===== config.mk =====
export PLATFORM = sky130hd
export DESIGN_NAME = sdsr_readout
export DESIGN_NICKNAME = d
export VERILOG_FILES = /design/src/design/sdsr_buf2.v /design/src/design/sdsr_readout.v
export VERILOG_INCLUDE_DIRS = /design/src /design/src/design
export SDC_FILE = /design/constraint.sdc
export NUM_CORES = 1
export LEC_CHECK = 0
export BUFFER_PORTS_ARGS = -buffer_cell sky130_fd_sc_hd__buf_2
export CORE_MARGIN = 2
export CORE_UTILIZATION = 36
export CTS_BUF_LIST = sky130_fd_sc_hd__clkbuf_4 sky130_fd_sc_hd__clkbuf_8
export CTS_CLUSTER_SIZE = 30
export DETAILED_ROUTE_END_ITERATION = 6
export GPL_ROUTABILITY_DRIVEN = 0
export GPL_TIMING_DRIVEN = 0
export MAX_ROUTING_LAYER = met4
export PLACE_DENSITY = 0.59
export SLEW_MARGIN = 20
export SYNTH_ARGS = -nofsm -noshare
export SYNTH_HDL_FRONTEND = slang
export SYNTH_HIERARCHICAL = 1
export SYNTH_SLANG_ARGS = --single-unit
export TNS_END_PERCENT = 20

===== constraint.sdc =====
create_clock -name clk_in -period 3 [get_ports clk_in]
set_clock_uncertainty 0.1 [all_clocks]
set_input_delay 0.6 -clock clk_in [delete_from_list [all_inputs] [get_ports clk_in]]
set_output_delay 0.6 -clock clk_in [all_outputs]
set_load 0.02 [all_outputs]

===== src/design/sdsr_defines.vh =====
// Constants for the sigma-delta serial readout block.
// Assumes a 50 MHz system clock; included by bare name.
`ifndef SDSR_DEFINES_VH
`define SDSR_DEFINES_VH

`define SDSR_WORD_W        16
`define SDSR_MAX_REDUCE    3'h6
`define SDSR_EDGES_TOTAL   5'h11
`define SDSR_RESERVED_CODE 16'h8000
`define SDSR_NEG_FULL      16'h8001

`define SDSR_CLK_NS        20
`define SDSR_FILT_NS       50
`define SDSR_FILT_MAX_NS   750
`define SDSR_FILT_CYC      ((`SDSR_FILT_NS + `SDSR_CLK_NS - 1) / `SDSR_CLK_NS)

`define SDSR_ST_IDLE       3'h0
`define SDSR_ST_WINDOW     3'h1
`define SDSR_ST_BUSY       3'h2
`define SDSR_ST_READY      3'h3
`define SDSR_ST_SHIFT      3'h4

`endif


===== src/design/sdsr_buf2.v =====
// Two-entry valid/ready buffer for conversion results.
// Assumes both sides run on clk_in; no combinational path from m_ready_in to s_ready_out.
`timescale 1ns/100ps
module sdsr_buf2 #(
  parameter W = 16
) (
  input  wire         clk_in,      // system clock
  input  wire         rst_in,      // async reset, active high
  input  wire         s_valid_in,  // fill side valid
  output wire         s_ready_out, // fill side ready
  input  wire [W-1:0] s_data_in,   // fill side data
  output wire         m_valid_out, // drain side valid
  input  wire         m_ready_in,  // drain side ready
  output wire [W-1:0] m_data_out   // drain side data
);
  reg [W-1:0] mem_q [0:1];
  reg         wr_q;
  reg         rd_q;
  reg [1:0]   cnt_q;
  wire        push;
  wire        pop;

  assign s_ready_out = (cnt_q != 2'h2);
  assign m_valid_out = (cnt_q != 2'h0);
  assign m_data_out  = mem_q[rd_q];
  assign push        = s_valid_in & s_ready_out;
  assign pop         = m_valid_out & m_ready_in;

  always @(posedge clk_in) begin
    if (push) begin
      mem_q[wr_q] <= s_data_in;
    end
  end

  always @(posedge clk_in or posedge rst_in) begin
    if (rst_in) begin
      wr_q  <= 1'b0;
      rd_q  <= 1'b0;
      cnt_q <= 2'h0;
    end else begin
      if (push) begin
        wr_q <= ~wr_q;
      end
      if (pop) begin
        rd_q <= ~rd_q;
      end
      if (push & ~pop) begin
        cnt_q <= cnt_q + 2'h1;
      end else if (pop & ~push) begin
        cnt_q <= cnt_q - 2'h1;
      end
    end
  end
endmodule


===== src/design/sdsr_readout.v =====
// Two-wire start/readout control of a sigma-delta converter, plus power-fail flag.
// Assumes the modulator core consumes conv_start_out and returns one MSB-aligned
// two's-complement word per start through the result handshake.
// Function
// - After completion and data high, each serial clock fall presents the next bit.
// - Two's-complement word, sign bit first, then MSB down to LSB.
// - Full resolution shifts one sign bit plus exactly 15 magnitude bits.
// - A full cycle uses 17 falling edges; the first starts conversion.
// - Up to six falls inside the reduction window each drop one bit.
// - Falls left after start and reductions shift out the result word.
// - Symmetric range; reserved code 1000...0000 is never produced; code clamps only 16'h8000, so reduced words can be 1000...0.
// - Serial clock pulses under 50ns are rejected; rejection may reach 750ns.
// - Data 1-1-0 across clock high-low-high means a conversion started.
// - Data 0-1-0 across clock high-low-high means a reduction was accepted.
// - Data pattern x00 is ambiguous: data transfer or still converting.
// - Power-fail output active low while sensed input is below reference.
// - Idle lines rest high; a clock fall starts conversion and latches channel.
// - Accepted reduction drives data high until clock rises or window ends.
// - Data low while converting, high on completion, then ready for readout.
// - Channel select 00..11 chooses input one to four.
`timescale 1ns/100ps
`include "sdsr_defines.vh"
module sdsr_readout #(
  parameter WIN_CYC  = 1000, // Reduction window length in clk_in cycles
  parameter FILT_CYC = `SDSR_FILT_CYC
) (
  input  wire        clk_in,            // 50 MHz system clock
  input  wire        rst_in,            // async reset, active high
  input  wire        sclk_in,           // serial clock pin from host
  input  wire        chan_sel_lo_in,    // channel select low bit pin
  input  wire        chan_sel_hi_in,    // channel select high bit pin
  input  wire        fail_sense_in,     // comparator: 1 when sensed input above reference
  output reg         serial_result_out, // serial data line, push-pull
  output wire        fail_flag_n_out,   // open-drain power-fail pin value
  output reg         fail_flag_n_oe_out,// high while pulling fail pin low
  output reg         conv_start_out,    // one-cycle conversion start to core
  output reg  [1:0]  conv_chan_out,     // latched channel to core
  output reg  [2:0]  conv_reduce_out,   // reduction steps taken
  output reg         conv_window_out,   // high while reduction window is open
  input  wire        result_valid_in,   // core result valid
  output wire        result_ready_out,  // core result ready
  input  wire [15:0] result_data_in     // core result, MSB aligned
);
  localparam [2:0] ST_IDLE   = `SDSR_ST_IDLE;
  localparam [2:0] ST_WINDOW = `SDSR_ST_WINDOW;
  localparam [2:0] ST_BUSY   = `SDSR_ST_BUSY;
  localparam [2:0] ST_READY  = `SDSR_ST_READY;
  localparam [2:0] ST_SHIFT  = `SDSR_ST_SHIFT;
  localparam [2:0] MAX_RED   = `SDSR_MAX_REDUCE;
  localparam [4:0] EDGES     = `SDSR_EDGES_TOTAL;
  localparam integer FILT_M1 = FILT_CYC - 1;
  localparam integer WIN_M1  = WIN_CYC - 1;
  localparam [9:0] FILT_LAST = FILT_M1[9:0];
  localparam [15:0] WIN_LAST = WIN_M1[15:0];

  reg        sclk_s1_q;
  reg        sclk_s2_q;
  reg        sel_s1_q;
  reg        sel_s2_q;
  reg        seh_s1_q;
  reg        seh_s2_q;
  reg        fail_s1_q;
  reg        fail_s2_q;
  reg        sclk_filt_q;
  reg [9:0]  filt_cnt_q;
  reg [2:0]  state_q;
  reg [15:0] win_cnt_q;
  reg [15:0] shreg_q;
  reg [4:0]  left_q;
  wire       filt_flip;
  wire       sclk_fall;
  wire       sclk_rise;
  wire       buf_valid;
  wire [15:0] buf_data;
  wire       buf_take;
  wire [15:0] word_clamped;

  // Synchronisers; the first stage feeds only the second
  always @(posedge clk_in or posedge rst_in) begin
    if (rst_in) begin
      sclk_s1_q <= 1'b1;
      sclk_s2_q <= 1'b1;
      sel_s1_q  <= 1'b0;
      sel_s2_q  <= 1'b0;
      seh_s1_q  <= 1'b0;
      seh_s2_q  <= 1'b0;
      fail_s1_q <= 1'b1;
      fail_s2_q <= 1'b1;
    end else begin
      sclk_s1_q <= sclk_in;
      sclk_s2_q <= sclk_s1_q;
      sel_s1_q  <= chan_sel_lo_in;
      sel_s2_q  <= sel_s1_q;
      seh_s1_q  <= chan_sel_hi_in;
      seh_s2_q  <= seh_s1_q;
      fail_s1_q <= fail_sense_in;
      fail_s2_q <= fail_s1_q;
    end
  end

  // A level must persist FILT_CYC cycles before it is believed
  assign filt_flip = (sclk_s2_q != sclk_filt_q) && (filt_cnt_q == FILT_LAST);
  assign sclk_fall = filt_flip & sclk_filt_q;
  assign sclk_rise = filt_flip & ~sclk_filt_q;

  always @(posedge clk_in or posedge rst_in) begin
    if (rst_in) begin
      sclk_filt_q <= 1'b1;
      filt_cnt_q  <= 10'h000;
    end else if (sclk_s2_q == sclk_filt_q) begin
      filt_cnt_q <= 10'h000;
    end else if (filt_flip) begin
      sclk_filt_q <= sclk_s2_q;
      filt_cnt_q  <= 10'h000;
    end else begin
      filt_cnt_q <= filt_cnt_q + 10'h001;
    end
  end

  // Power fail: open drain, pulled low while below reference
  assign fail_flag_n_out = 1'b0;
  always @(posedge clk_in or posedge rst_in) begin
    if (rst_in) begin
      fail_flag_n_oe_out <= 1'b0;
    end else begin
      fail_flag_n_oe_out <= ~fail_s2_q;
    end
  end

  sdsr_buf2 #(
    .W (`SDSR_WORD_W)
  ) u_buf (
    .clk_in      (clk_in),
    .rst_in      (rst_in),
    .s_valid_in  (result_valid_in),
    .s_ready_out (result_ready_out),
    .s_data_in   (result_data_in),
    .m_valid_out (buf_valid),
    .m_ready_in  (buf_take),
    .m_data_out  (buf_data)
  );

  // Result is held until the reduction window closes, so resolution is final
  assign buf_take = (state_q == ST_BUSY) & ~conv_window_out;
  assign word_clamped = (buf_data == `SDSR_RESERVED_CODE) ? `SDSR_NEG_FULL : buf_data;

  always @(posedge clk_in or posedge rst_in) begin
    if (rst_in) begin
      state_q           <= ST_IDLE;
      serial_result_out <= 1'b1;
      conv_start_out    <= 1'b0;
      conv_chan_out     <= 2'h0;
      conv_reduce_out   <= 3'h0;
      conv_window_out   <= 1'b0;
      win_cnt_q         <= 16'h0000;
      shreg_q           <= 16'h0000;
      left_q            <= 5'h00;
    end else begin
      conv_start_out <= 1'b0;
      case (state_q)
        ST_IDLE: begin
          serial_result_out <= 1'b1;
          if (sclk_fall) begin
            state_q         <= ST_WINDOW;
            conv_start_out  <= 1'b1;
            conv_chan_out   <= {seh_s2_q, sel_s2_q};
            conv_reduce_out <= 3'h0;
            conv_window_out <= 1'b1;
            win_cnt_q       <= 16'h0000;
          end
        end
        ST_WINDOW: begin
          // Start fall leaves data high; the following rise pulls it low
          if (win_cnt_q == WIN_LAST) begin
            conv_window_out   <= 1'b0;
            serial_result_out <= 1'b0;
            state_q           <= ST_BUSY;
          end else begin
            win_cnt_q <= win_cnt_q + 16'h0001;
            if (sclk_rise) begin
              serial_result_out <= 1'b0;
            end else if (sclk_fall && conv_reduce_out != MAX_RED) begin
              conv_reduce_out   <= conv_reduce_out + 3'h1;
              serial_result_out <= 1'b1;
            end
          end
        end
        ST_BUSY: begin
          // Falls here are ignored; the host sees x00
          serial_result_out <= 1'b0;
          if (buf_valid) begin
            shreg_q           <= word_clamped;
            left_q            <= EDGES - 5'h1 - {2'b00, conv_reduce_out};
            serial_result_out <= 1'b1;
            state_q           <= ST_READY;
          end
        end
        ST_READY, ST_SHIFT: begin
          if (sclk_fall) begin
            if (left_q == 5'h00) begin
              state_q         <= ST_WINDOW;
              // Line goes high so a lost host still reads x-1-0 here, x being the last bit shifted
              serial_result_out <= 1'b1;
              conv_start_out  <= 1'b1;
              conv_chan_out   <= {seh_s2_q, sel_s2_q};
              conv_reduce_out <= 3'h0;
              conv_window_out <= 1'b1;
              win_cnt_q       <= 16'h0000;
            end else begin
              serial_result_out <= shreg_q[15];
              shreg_q           <= {shreg_q[14:0], 1'b0};
              left_q            <= left_q - 5'h01;
              state_q           <= ST_SHIFT;
            end
          end
        end
        default: begin
          state_q <= ST_IDLE;
        end
      endcase
    end
  end
endmodule


== Word level (Yosys, flattened, before mapping) ==
Memory sizes are Yosys's and may differ from the RTL's.
Cells that the tools add are included.

* Register bits after elaboration: 72
* Bits in writable memories: 32
* Input bits: 23
* Output and inout bits: 11
* Memories: 1

* Add/subtract/negate cells: 7
* Equality and inequality tests: 21
* Multiplexer cells: 53
* Bitwise logic cells: 15
* Reduce and logical (&&, ||, !) cells: 19

{| class="wikitable"
|+ Memories
! memory !! words !! bits a word !! read ports !! clocked after memory_dff !! wr ports !! line !! RTL
|-
| u_buf.mem_q || 2 || 16 || 1 || 0 || 1 || sdsr_buf2.v:16 || <nowiki>reg [W-1:0] mem_q [0:1];</nowiki>
|}

{| class="wikitable"
|+ Operators by type and width
! kind !! number
|-
| $mux W16 || 8
|-
| $pmux W16 S3 || 1
|-
| $mux W3 || 11
|-
| $pmux W16 S2 || 1
|-
| $mux W10 || 2
|-
| $ne A2 B2 Y1 const B || 9
|-
| $add A16 B1 Y16 const B || 1
|-
| $eq A16 B10 Y1 const B || 1
|-
| $eq A16 B16 Y1 const B || 1
|-
| $mux W1 || 15
|-
| $mux W5 || 3
|-
| $pmux W3 S4 || 1
|-
| $reduce_and A4 Y1 || 3
|-
| $add A10 B1 Y10 const B || 1
|-
| $eq A10 B2 Y1 const B || 1
|-
| $mux W2 || 5
|-
| $pmux W5 S2 || 1
|-
| $reduce_and A5 Y1 || 2
|-
| $pmux W3 S3 || 1
|-
| $not A1 Y1 || 8
|-
| $reduce_bool A2 Y1 || 4
|-
| $and A1 B1 Y1 || 7
|-
| $reduce_and A7 Y1 || 1
|-
| $eq A3 B2 Y1 const B || 2
|-
| 24 further kinds || 25
|}

== Depth between registers and ports, before layout ==
* Word-level depth: 8
* Mapped depth: 10
* Depth with buffers taken out: 7

== Hierarchy ==
Netlist, hierarchy kept.

{| class="wikitable"
|+ Modules (own cells, without submodules)
! module !! instances !! cells each !! area an instance (um^2)
|-
| sdsr_readout || 1 || 359 || 3,613.5
|-
| sdsr_buf2 || 1 || 69 || 1,406.3
|}

== Least setup slack after synthesis ==
No wires, ideal clock.

* Path kind: flip-flop to flip-flop
* Start: register left_q[0]
* End: register win_cnt_q[15]
* Arrival time: 1.899 ns
* Required time: 2.776 ns
* Setup slack: 0.877 ns
* Stages on the path, launching flop included: 9
* Buffers on the path: 1
* Period minus slack after synthesis: 2.123 ns
* Cells stage by stage: dfrtp_1 inv_1 ha_1 or4b_1 buf_6 a21boi_4 o21ai_4 and2_4 a211o_1

* Word-level cells in the longest chain between the ends: 3

{| class="wikitable"
|+ Ends and longest elaborated chain
! element !! line !! RTL
|-
| start: declaration || sdsr_readout.v:69 || <nowiki>reg [4:0] left_q;</nowiki>
|-
| start signal: assignment || sdsr_readout.v:193 || <nowiki>left_q <= EDGES - 5'h1 - {2'b00, conv_reduce_out};</nowiki>
|-
| start signal: assignment || sdsr_readout.v:212 || <nowiki>left_q <= left_q - 5'h01;</nowiki>
|-
| $logic_not A5 Y1 || sdsr_readout.v:200 || <nowiki>if (left_q == 5'h00) begin</nowiki>
|-
| $ne A2 B2 Y1 (no line) || - ||
|-
| $reduce_and A5 Y1 (no line) || - ||
|-
| end signal: assignment || sdsr_readout.v:179 || <nowiki>win_cnt_q <= win_cnt_q + 16'h0001;</nowiki>
|-
| end: declaration || sdsr_readout.v:67 || <nowiki>reg [15:0] win_cnt_q;</nowiki>
|}

No other way between the ends.
A chain may end at the register's enable or synchronous reset.

== Worst setup path after layout ==
* Start: register win_cnt_q[0]
* End: register state_q[0]

* Word-level cells in the longest chain between the ends: 3

{| class="wikitable"
|+ Ends and longest elaborated chain
! element !! line !! RTL
|-
| $eq A16 B10 Y1 || sdsr_readout.v:174 || <nowiki>if (win_cnt_q == WIN_LAST) begin</nowiki>
|-
| $ne A2 B2 Y1 (no line) || - ||
|-
| $reduce_and A4 Y1 (no line) || - ||
|-
| end signal: assignment || sdsr_readout.v:177 || <nowiki>state_q <= ST_BUSY;</nowiki>
|-
| end signal: assignment || sdsr_readout.v:195 || <nowiki>state_q <= ST_READY;</nowiki>
|-
| end signal: assignment || sdsr_readout.v:201 || <nowiki>state_q <= ST_WINDOW;</nowiki>
|-
| end: declaration || sdsr_readout.v:66 || <nowiki>reg [2:0] state_q;</nowiki>
|}

No other way between the ends.

==> flow_metrics.env <==
export IMPL_drc_errors=0
export IMPL_yosysTopAreaCellShare=0.329
export IMPL_required_ps=3210
export IMPL_synth_edf_count=32
export IMPL_worstPathArrival_ps=2690
export IMPL_yosysWarningCount=6
export IMPL_vias=3408
export IMPL_syn_area_per_cell_um2=11.7
export IMPL_crit_buf_inv=1
export IMPL_die_h_um=122
export IMPL_die_area_um2=14900
export IMPL_clock_latency_ps=400
export IMPL_fmax_mhz=403
export IMPL_antenna_found_initial=0
export IMPL_synth_seq_cells=104
export IMPL_cts_path_max_buffers=2
export IMPL_cp_top_family="simple AND/OR/NAND/NOR gates"
export IMPL_yosysSeqAreaShare=0.552
export IMPL_die_x_um=122
export IMPL_antennaDiodeCount=0
export IMPL_path_max_fanout=10
export IMPL_numCtsBuffers=9
export IMPL_cp_end_kind="flip-flop"
export IMPL_period_share=0.827
export IMPL_htree_levels=3
export IMPL_place_area_um2=5430
export IMPL_rows=43
export IMPL_ys_flop_type="dfrtp_1"
export IMPL_ant_nets=0
export IMPL_hold_class="input pin to flip-flop"
export IMPL_fin_area_um2=5620
export IMPL_cts_num_sinks=104
export IMPL_coreArea_um2=13800
export IMPL_tightest_slew_ps=798
export IMPL_ios=34
export IMPL_cts_tree="built"
export IMPL_first_pass_iters=4
export IMPL_synth_commonest_cells="dfrtp_1, nand3_1, edfxtp_1"
export IMPL_synth_cell_type_count=63
export IMPL_grt_max_degree=38
export IMPL_setup_viol=0
export IMPL_finalCriticalPeriod_ps=2480
export IMPL_io_buffers=32
export IMPL_cts_resized=0
export IMPL_crit_path_cell_trace="ha_1, and4b_1, nand4_1, nand2b_1, clkbuf_1, nand3_1, o21ai_0"
export IMPL_root_buffer="clkbuf_8"
export IMPL_grt_first_pass_wirelength_um=16200
export IMPL_cap_violations=0
export IMPL_cts_clk_slew_worst_paths_ps=110
export IMPL_start_util=0.364
export IMPL_whs_ps=197
export IMPL_p_leak_nw=2.36
export IMPL_tns_ps=0
export IMPL_synth_most_common_cell="dfrtp_1"
export IMPL_maxSlewHeadroom=0.468
export IMPL_area_growth_pct=12.0
export IMPL_async_flop_share=0.692
export IMPL_ir_drop_mv=0.424
export IMPL_place_hpwl_um=6620
export IMPL_syn_nets=461
export IMPL_final_max_slew_viol_count=0
export IMPL_cellPowerDensity_nw_per_um2=882
export IMPL_drt_iter0_markers=219
export IMPL_cp_slowest_stage_delay_ps=460
export IMPL_start_kind="flip-flop"
export IMPL_synth_area_top_cells="dfrtp_1, edfxtp_1, nand3_1, mux2i_1, dfstp_2"
export IMPL_netlist_area_um2=5020
export IMPL_status="completed"
export IMPL_grt_pass1_vias=3346
export IMPL_hold_viol=0
export IMPL_overflow=0
export IMPL_final_nets=506
export IMPL_critical_path_class="flip-flop to flip-flop"
export IMPL_layout_drive_gt1_share=0.218
export IMPL_routedWlPerCell_um=14.5
export IMPL_rsz0062_at_grt="false"
export IMPL_postSynthCellCount=428
export IMPL_yosysTopAreaCell="dfrtp_1"
export IMPL_vias_per_cell=5.18
export IMPL_drt_wl_total_um=9540
export IMPL_cpMaxStageDelayCell="clkbuf_1"
export IMPL_grt_usage=0.142
final timing paths:
path / start / to / slack, ps / cells after the start
max in group asynchronous: rst_in / fail_s2_q / 1550 / 4
max reg2reg: win_cnt_q[0] / state_q[0] / 520 / 7
min: fail_sense_in / fail_s1_q / 200 / 1
min in group asynchronous: rst_in / u_buf/wr_q / 550 / 3
min reg2reg: sel_s1_q / sel_s2_q / 250 / 0
max: win_cnt_q[0] / state_q[0] / 520 / 7
through the flow:
step                 util  cells  setup WS, ps  power (mW)
finish              0.408    658           518        4.96
global route        0.408    658           290        5.32
CTS                 0.408    658           563        5.01
detailed placement  0.394    641           593        4.14
global placement    0.392    640          -377        4.07
floorplan               -    428           598        3.65
layout by cell type (no fill, tap or decap), drive strengths merged, types with 3 or more instances in the layout:
master / Yosys / final
buf: 17 / 50
and2: 3 / 3
nor2: 26 / 26
nand2: 17 / 17
edfxtp: 32 / 32
o21ai: 30 / 30
xnor2: 8 / 8
o22a: 4 / 4
and4: 4 / 4
nand2b: 7 / 7
a21oi: 15 / 15
clkbuf: 4 / 13
xor2: 7 / 7
nand4: 8 / 8
a21o: 3 / 3
o21a: 4 / 4
inv: 15 / 21
dfstp: 6 / 6
a22o: 3 / 3
nand3: 37 / 37
dfrtp: 66 / 66
mux2i: 17 / 17
nor4: 6 / 6
a31oi: 12 / 12
or3: 5 / 5
and3: 4 / 4
ha: 10 / 10
nor3: 9 / 9
mux2: 20 / 20
where the power goes:
group / internal [mW] / leakage (nW) / switching (mW)
Sequential: 1.86 / 1.21 / 0.222
Clock: 0.320 / 0.0950 / 0.538
Combinational: 0.901 / 1.05 / 1.12
flip-flops by register name, indices dropped and copies added (netlist names), 2 cells and up:
signal           cells
conv_chan_out        2
conv_reduce_out      3
filt_cnt_q          10
left_q               5
shreg_q             16
state_q              3
u_buf/cnt_q          2
u_buf/mem_q         32
win_cnt_q           16
cell type report:
cell class	count	area (um2)
Fill cell	1332	8150
Sequential cell	104	2770
Tap cell	180	225
Inverter	15	58.8
Clock buffer	9	124
Clock inverter	7	58.8
Buffer	21	154
Multi-Input combinational cell	288	2040
Timing Repair Buffer	34	190
kinds of logic after synthesis:
kind of cell | share of synthesized area
AND/OR/NAND/NOR | 0.154
flip-flops | 0.552
AO/OA/AOI/OAI | 0.115
multiplexers | 0.0855
buffers and inverters | 0.0419
XOR/XNOR | 0.0262
adder cells (fa/ha/maj) | 0.0249
other | 0.000747
worst reg2reg max path: cells and delay by family, from the launching register on:
kind            cells  cell delay, ps
buf+inv             1             460
simple gates        4             880
fa+ha+maj           1             270
flops               1             450
compound gates      1             230
repair_timing:
item | 4_1_cts | 5_1_grt
hold buffers | 1 | 0
setup buffers | 0 | 0
hold endpoints to repair | 4 | 0
endpoints found under the setup margin | 0 | 0
per-layer routing:
layer	vias to the layer above	wire, um	GRT usage	part of all wire
li1	1666	-	-	-
met1	1671	4840	0.193	0.51
met2	59	4170	0.204	0.44
met3	12	354	0.0351	0.037
met4	0	170	0.0560	0.018
met5	-	0	-	0
(Power assumes the default switching activity.)
